## config.mk

```make
export PLATFORM = sky130hd
export DESIGN_NAME = timer8_output_compare_unit
export DESIGN_NICKNAME = d
export VERILOG_FILES = /design/src/timer8_pkg.sv /design/src/timer8_output_compare_unit.sv
export VERILOG_INCLUDE_DIRS = /design/src
export SDC_FILE = /design/constraint.sdc
export NUM_CORES = 1
export LEC_CHECK = 0
export BUFFER_PORTS_ARGS = -buffer_cell sky130_fd_sc_hd__buf_4
export CAP_MARGIN = 25
export CELL_PAD_IN_SITES_DETAIL_PLACEMENT = 0
export CELL_PAD_IN_SITES_GLOBAL_PLACEMENT = 1
export CORE_UTILIZATION = 35
export CTS_CLUSTER_SIZE = 8
export DETAILED_ROUTE_END_ITERATION = 16
export GPL_ROUTABILITY_DRIVEN = 0
export PLACE_DENSITY_LB_ADDON = 0.1
export SYNTH_ARGS = -nofsm -noshare
export SYNTH_HDL_FRONTEND = slang
export SYNTH_SLANG_ARGS = --single-unit
```

## constraint.sdc

```tcl
create_clock -name ref_clk -period 3 [get_ports ref_clk]
set_clock_uncertainty 0.15 [all_clocks]
set_input_delay 0.3 -clock ref_clk [delete_from_list [all_inputs] [get_ports ref_clk]]
set_output_delay 0.3 -clock ref_clk [all_outputs]
set_load 0.02 [all_outputs]
```

## src/timer8_defines.svh

```systemverilog
// timer8_defines.svh: register offsets, field positions, reset values and counts
// assumes inclusion by the compare unit module, checker and testbench
`ifndef TIMER8_DEFINES_SVH
`define TIMER8_DEFINES_SVH

// ----------------------------------------
// register byte addresses
// ----------------------------------------
`define ADDR_CONTROL 12'h000
`define ADDR_COUNTER 12'h004
`define ADDR_COMPARE 12'h008
`define ADDR_FLAGS 12'h00C
`define ADDR_IRQ_ENABLE 12'h010

// ----------------------------------------
// control register fields
// ----------------------------------------
`define CTRL_WGM_LSB 0
`define CTRL_COM_LSB 2
`define CTRL_CS_LSB 4
`define CTRL_FORCE_BIT 7

// flags and enables share bit positions
`define FLAG_OVF_BIT 0
`define FLAG_CMP_BIT 1

// ----------------------------------------
// reset values and counter limits
// ----------------------------------------
`define RESET_BYTE 8'h00
`define COUNT_MAX 8'hFF
`define COUNT_BOTTOM 8'h00

// prescaler counter width in bits, enough for the longest tap of 1024 ref_clk cycles
`define PRESCALE_BITS 10

`endif

```

## src/timer8_pkg.sv

```systemverilog
// timer8_pkg.sv: types of the timer compare unit
// assumes timer8_defines.svh is included beside it
package timer8_pkg;
    typedef enum logic [1:0] {
        mode_normal,
        mode_pwm_phase,
        mode_ctc,
        mode_pwm_fast
    } wave_mode_t;

    typedef enum logic [1:0] {
        act_none,
        act_toggle,
        act_clear,
        act_set
    } out_action_t;
endpackage : timer8_pkg
```

## src/timer8_output_compare_unit.sv

```systemverilog
// timer8_output_compare_unit.sv: 8-bit timer counter, compare unit and pin override
// assumes an APB master on ref_clk and an external port driver for the pin
//
// The APB register port and the register addresses were chosen for this implementation.
`timescale 1ns/10ps
`include "timer8_defines.svh"

module timer8_output_compare_unit
    import timer8_pkg::*;
(
    input wire logic ref_clk,
    input wire logic rst_n,
    input wire logic psel,
    input wire logic penable,
    input wire logic pwrite,
    input wire logic [11:0] paddr,
    input wire logic [31:0] pwdata,
    output logic [31:0] prdata,
    output logic pready,
    output logic pslverr,
    input wire logic compare_irq_ack,
    input wire logic overflow_irq_ack,
    input wire logic port_data_bit,
    input wire logic output_pin_direction_bit,
    output logic compare_irq,
    output logic overflow_irq,
    output logic pin_out,
    output logic pin_oe
);

    // ----------------------------------------
    // bus decode
    // ----------------------------------------
    wire bus_access = psel && penable;
    wire bus_write = bus_access && pwrite;
    wire hit_control = paddr == `ADDR_CONTROL;
    wire hit_counter = paddr == `ADDR_COUNTER;
    wire hit_compare = paddr == `ADDR_COMPARE;
    wire hit_flags = paddr == `ADDR_FLAGS;
    wire hit_enable = paddr == `ADDR_IRQ_ENABLE;
    wire hit_any = hit_control || hit_counter || hit_compare || hit_flags || hit_enable;
    wire wr_control = bus_write && hit_control;
    wire wr_counter = bus_write && hit_counter;
    wire wr_compare = bus_write && hit_compare;
    wire wr_flags = bus_write && hit_flags;
    wire wr_enable = bus_write && hit_enable;

    assign pready = 1'b1;
    assign pslverr = bus_access && !hit_any;

    // ----------------------------------------
    // registers
    // ----------------------------------------
    wave_mode_t waveform_select;
    out_action_t output_action_select;
    logic [2:0] clock_source_select;
    logic [7:0] counter_value;
    logic [7:0] compare_value;
    logic [7:0] compare_buffer;
    logic compare_match_flag;
    logic overflow_flag;
    logic compare_irq_enable;
    logic overflow_irq_enable;
    logic waveform_output;
    logic count_down;
    logic block_match;
    logic [`PRESCALE_BITS-1:0] prescale;

    wire pwm_mode = waveform_select == mode_pwm_fast || waveform_select == mode_pwm_phase;
    wire force_compare_strobe = wr_control && pwdata[`CTRL_FORCE_BIT] && !pwm_mode;

    // ----------------------------------------
    // timer tick from prescaler
    // ----------------------------------------
    // taps 1, 8, 32, 64, 128, 256, 1024 cycles; source zero stops the timer
    logic tick_sel;
    always_comb begin
        case (clock_source_select)
            3'd1: tick_sel = 1'b1;
            3'd2: tick_sel = &prescale[2:0];
            3'd3: tick_sel = &prescale[4:0];
            3'd4: tick_sel = &prescale[5:0];
            3'd5: tick_sel = &prescale[6:0];
            3'd6: tick_sel = &prescale[7:0];
            3'd7: tick_sel = &prescale[9:0];
            default: tick_sel = 1'b0;
        endcase
    end
    wire tick = tick_sel;

    always_ff @(posedge ref_clk) begin
        if (!rst_n || clock_source_select == 3'd0) begin
            prescale <= '0;
        end else begin
            prescale <= prescale + 1'b1;
        end
    end

    // ----------------------------------------
    // compare and counter sequencing
    // ----------------------------------------
    wire raw_match = counter_value == compare_value;
    wire match = raw_match && !block_match;
    wire at_max = counter_value == `COUNT_MAX;
    wire at_bottom = counter_value == `COUNT_BOTTOM;
    // ctc clears on match, otherwise wraps naturally
    wire ctc_clear = waveform_select == mode_ctc && match;

    logic [7:0] next_counter;
    logic next_down;
    always_comb begin
        next_counter = counter_value;
        next_down = count_down;
        case (waveform_select)
            mode_normal: next_counter = counter_value + 8'h01;
            mode_ctc: next_counter = ctc_clear ? `COUNT_BOTTOM : counter_value + 8'h01;
            mode_pwm_fast: next_counter = counter_value + 8'h01;
            mode_pwm_phase: begin
                if (at_max) begin
                    next_down = 1'b1;
                end else if (at_bottom) begin
                    next_down = 1'b0;
                end
                next_counter = next_down ? counter_value - 8'h01 : counter_value + 8'h01;
            end
            default: next_counter = counter_value;
        endcase
    end

    // overflow when stepping from max to zero, or at bottom in phase-correct
    wire overflow_event = tick && !wr_counter && (waveform_select == mode_pwm_phase ?
        (at_bottom && count_down) : (next_counter == `COUNT_BOTTOM && at_max));
    // top for fast pwm is max, bottom for phase-correct
    wire buffer_load = pwm_mode && tick && (waveform_select == mode_pwm_fast ? at_max :
        at_bottom);

    always_ff @(posedge ref_clk) begin
        if (!rst_n) begin
            counter_value <= `RESET_BYTE;
            count_down <= 1'b0;
        end else if (wr_counter) begin
            counter_value <= pwdata[7:0];
        end else if (tick) begin
            counter_value <= next_counter;
            count_down <= next_down;
        end
    end

    // the block lasts until the tick that follows the write
    always_ff @(posedge ref_clk) begin
        if (!rst_n) begin
            block_match <= 1'b0;
        end else if (wr_counter) begin
            block_match <= 1'b1;
        end else if (tick) begin
            block_match <= 1'b0;
        end
    end

    // ----------------------------------------
    // compare register and buffer
    // ----------------------------------------
    always_ff @(posedge ref_clk) begin
        if (!rst_n) begin
            compare_value <= `RESET_BYTE;
            compare_buffer <= `RESET_BYTE;
        end else begin
            if (wr_compare) begin
                compare_buffer <= pwdata[7:0];
            end
            if (wr_compare && !pwm_mode) begin
                compare_value <= pwdata[7:0];
            end else if (buffer_load) begin
                compare_value <= compare_buffer;
            end
        end
    end

    // ----------------------------------------
    // flags and interrupt requests
    // ----------------------------------------
    wire cmp_set = tick && match;
    wire cmp_clr = (wr_flags && pwdata[`FLAG_CMP_BIT]) || compare_irq_ack;
    wire ovf_clr = (wr_flags && pwdata[`FLAG_OVF_BIT]) || overflow_irq_ack;

    always_ff @(posedge ref_clk) begin
        if (!rst_n) begin
            compare_match_flag <= 1'b0;
            overflow_flag <= 1'b0;
        end else begin
            // a set in the clearing cycle wins
            compare_match_flag <= cmp_set || (compare_match_flag && !cmp_clr);
            overflow_flag <= overflow_event || (overflow_flag && !ovf_clr);
        end
    end

    always_ff @(posedge ref_clk) begin
        if (!rst_n) begin
            compare_irq_enable <= 1'b0;
            overflow_irq_enable <= 1'b0;
        end else if (wr_enable) begin
            compare_irq_enable <= pwdata[`FLAG_CMP_BIT];
            overflow_irq_enable <= pwdata[`FLAG_OVF_BIT];
        end
    end

    assign compare_irq = compare_match_flag && compare_irq_enable;
    assign overflow_irq = overflow_flag && overflow_irq_enable;

    // ----------------------------------------
    // control register
    // ----------------------------------------
    always_ff @(posedge ref_clk) begin
        if (!rst_n) begin
            waveform_select <= mode_normal;
            output_action_select <= act_none;
            clock_source_select <= 3'd0;
        end else if (wr_control) begin
            waveform_select <= wave_mode_t'(pwdata[`CTRL_WGM_LSB +: 2]);
            output_action_select <= out_action_t'(pwdata[`CTRL_COM_LSB +: 2]);
            clock_source_select <= pwdata[`CTRL_CS_LSB +: 3];
        end
    end

    // ----------------------------------------
    // waveform generator
    // ----------------------------------------
    // pwm: act_clear is non-inverted, act_set inverted; toggle only in fast pwm
    wire pwm_level_at_match = (output_action_select == act_set);
    logic next_wave;
    always_comb begin
        next_wave = waveform_output;
        if (!pwm_mode && ((tick && match) || force_compare_strobe)) begin
            case (output_action_select)
                act_toggle: next_wave = !waveform_output;
                act_clear: next_wave = 1'b0;
                act_set: next_wave = 1'b1;
                default: next_wave = waveform_output;
            endcase
        end else if (pwm_mode && tick && output_action_select != act_none) begin
            if (output_action_select == act_toggle) begin
                if (waveform_select == mode_pwm_fast && match) begin
                    next_wave = !waveform_output;
                end
            end else if (waveform_select == mode_pwm_fast) begin
                if (match) begin
                    next_wave = pwm_level_at_match;
                end else if (at_max) begin
                    next_wave = !pwm_level_at_match;
                end
            end else if (match) begin
                // phase-correct: up-count match uses the polarity level
                next_wave = count_down ? !pwm_level_at_match : pwm_level_at_match;
            end
        end
    end

    always_ff @(posedge ref_clk) begin
        if (!rst_n) begin
            waveform_output <= 1'b0;
        end else begin
            waveform_output <= next_wave;
        end
    end

    // ----------------------------------------
    // pin override
    // ----------------------------------------
    wire override = output_action_select != act_none;
    assign pin_out = override ? waveform_output : port_data_bit;
    assign pin_oe = output_pin_direction_bit;

    // ----------------------------------------
    // read data
    // ----------------------------------------
    logic [31:0] next_rdata;
    always_comb begin
        next_rdata = 32'h0000_0000;
        if (hit_control) begin
            next_rdata[7:0] = {1'b0, clock_source_select, output_action_select,
                waveform_select};
        end else if (hit_counter) begin
            next_rdata[7:0] = counter_value;
        end else if (hit_compare) begin
            next_rdata[7:0] = pwm_mode ? compare_buffer : compare_value;
        end else if (hit_flags) begin
            next_rdata[1:0] = {compare_match_flag, overflow_flag};
        end else if (hit_enable) begin
            next_rdata[1:0] = {compare_irq_enable, overflow_irq_enable};
        end
    end

    always_ff @(posedge ref_clk) begin
        if (!rst_n) begin
            prdata <= 32'h0000_0000;
        end else if (psel && !penable && !pwrite) begin
            prdata <= next_rdata;
        end
    end

endmodule : timer8_output_compare_unit

```

==> impl_results.md <==
* Critical Path RT at 3060 ps
* Pin count of the biggest net entering global routing at 18
* Clk Latency, worst-skew pair at 320 ps
* Area grow syn2layout at 10.4%
* DR iter-0 viols at 190
* 1st-pass router iterations at 5
* H-tree Lvls at 2
* Die area at 10900 sq um
* Peak Freq at 376 MHz
* DRC viols at 0
* Number of I/O pins at 91
* Yosys warns at 0
* Ys flop type: dfxtp_1
* Post-Syn Area per Cell at 7.89 sq um
* Slew HR at 0.564
* Finished Core Util at 0.396
* Detail Route Antenna Nets at 0
* Cell Rows at 37
* TritonCTS clock tree: yes
* WHS at 99.9 ps
* CTS root buffer: clkbuf_8
* Place WS at 350 ps
* Max Slew Vio Count at 0
* Outcome: finished clean
* Pwr Total at 1.33 mW
* Grt ovf at 0
* Pwr dens at 329 nW/um^2
* Worst VDD drop at 0.170 mV
* HP Class: primary input to register
* Unrepaired setup endpoints after global routing: no
* Number of CTS-inserted buffers at 5
* Die height at 104 um
* Clock Tree Buf Depth at 2
* Crit path kind: register to register
* CP Max Fanout at 11
* Number of global-route vias before repair at 3178
* Diode count at 0
* Die span in x at 104 um
* First-pass GRT wire length at 17.0 mm
* Post-CTS Setup Bufs at 0
* Final instance area at 4050 sq um
* Total GRT Usage at 0.199
* Worst slew pin tran at 654 ps
* Sequential area share after synthesis at 0.306
* Clock slew at reported path FFs at 110 ps
* Syn Std Cell Area at 3670 sq um
* Flops & latches, synth at 56
* Wire per inst at 16.4 um
* Asr flop ratio synth at 0
* Synth Instances at 465
* Via count at 3323
* Yosys cell types at 62
* Placed instance area at 3970 sq um
* Lkg Pwr at 1.53 nW
* CP Data Arrival Time at 2720 ps
* Initial antenna violation count at 0
* Final setup fails at 0
* Crit end category: register
* # clock sinks at 56
* Final Critical Period at 2660 ps
* Most used cell, CP: ha_1
* Crit path cell chain: ha_1 > and3_1 > ha_1 > inv_1 > a311o_1 > o211a_1 > a211oi_1 > a311oi_1 > a2111oi_1
* CP startpoint kind: register
* Final worst slack at 339 ps
* Vias per cell at 5.28
* Final wirelength at 10.3 mm
* CP max-delay cell: a211oi_1
* Fin Setup TNS at 0 ps
* Final hold vios at 0
* MaxCap Viol Count at 0
* Non-filler cells, final at 629
* # resized after CTS at 0
* Share of layout cells above drive strength 1 at 0.150
* HPWL after DPL at 7.93 mm
* Period Utilization, post-route at 0.887
* Placed Cells at 621
* Hold Buf Count CTS at 0
* Final net count at 553
* Number of synthesized flops with an enable pin at 0
* Number of buffers added on ports at 39
* Max incr delay on CP at 390 ps
* Core box area at 10200 sq um
* Starting Density at 0.359
[sequential cells by signal, indices dropped and copies added (netlist names), 2 cells and up]
name                  flops
waveform_select           2
prdata                    8
prescale                 10
counter_value             8
clock_source_select       3
compare_value             8
compare_buffer            8
output_action_select      2
[cell usage after synthesis, drive strengths merged (3+ instances only)]
master  count  area, sq um
ha          8          100
o221ai      3         32.5
nand3b      3         22.5
nor3b       6         45.0
nor4        8         71.3
o21ai      24          120
a221oi      6         52.6
nor3       13         70.1
xor2       11         96.3
and2        8         50.1
nand2      37          139
a22oi       5         37.5
a211oi     18          145
clkbuf     13         50.0
and4        5         43.8
nand3      12         65.1
inv        15         56.3
xnor2      10         87.6
a21oi      32          164
nor2       59          243
dfxtp      56         1120
and3       10         62.6
mux2i      10          100
or3         8         55.1
o2111a      3         33.8
buf        41          298
o211ai      4         35.0
a31oi       5         31.3
nor2b       4         25.0
o31ai       5         37.5
[path summary, 6_finish.rpt]
kind,startpoint,cells past startpoint,slack [ps],end
max,prescale[0],9,340,waveform_output
min,pwdata[3],3,100,compare_buffer[3]
max reg2reg,prescale[0],9,340,waveform_output
min reg2reg,prescale[0],1,320,prescale[0]
[report_power, final]
group	total, mW	internal, mW	switching, mW
Sequential	0.757	0.749	0.00728
Combinational	0.143	0.0501	0.0931
Clock	0.432	0.168	0.264
[layout by cell type (no fill, tap or decap), types with 4 or more instances in the layout]
master    synthesis  routed
a21oi_1          31      31
xnor2_1          10      10
nor2_1           56      56
nand2_1          37      37
inv_1            15      15
a22oi_1           5       5
o31ai_1           5       5
nand3_1          11      11
or3_1             7       7
and4_1            5       5
mux2i_1          10      10
a31oi_1           5       5
dfxtp_1          56      56
buf_4            28      51
nor3b_1           6       5
conb_1            2      25
o21ai_0          23      23
and3_1           10      10
and2_1            8       8
a211oi_1         16      16
xor2_1           11      11
nor3_1           12      12
nor2b_1           4       4
a221oi_1          6       6
ha_1              8       8
nor4_1            6       6
clkbuf_8          0       5
[layout make-up]
type	instances	area, sq um
clock buffer	6	72.6
clock inverter	2	13.8
fill	1088	6180
inverter	16	60.1
multi-input combinational	362	2230
sequential	56	1120
tap	136	170
timing repair buffer	51	383
[logic make-up after synthesis]
logic type,count (synthesis),share of synthesized area
xor gates and xnor gates,21,0.0501
adders and majority gates,8,0.0273
AOI/OAI and AO/OA,117,0.218
DFF,56,0.306
buffers and inverters,70,0.111
and+or+nand+nor,181,0.259
other,2,0.00205
muxes,10,0.0273
[critical path: cells and delay by family (launching register included)]
| family | cells | cell delay, ps |
|---|---|---|
| adders and majority gates | 2 | 330 |
| AOI/OAI and AO/OA | 5 | 1520 |
| DFF | 1 | 370 |
| and+or+nand+nor | 1 | 160 |
| buffers and inverters | 1 | 40 |
[metal layers]
layer | vias up | part of all wire | global-route usage
li1 | 1674 | - | -
met1 | 1555 | 0.48 | 0.280
met2 | 82 | 0.47 | 0.317
met3 | 12 | 0.038 | 0.0276
met4 | 0 | 0.015 | 0.0510
met5 | - | 0 | 0
No activity file was read; power rests on OpenSTA's default activity.
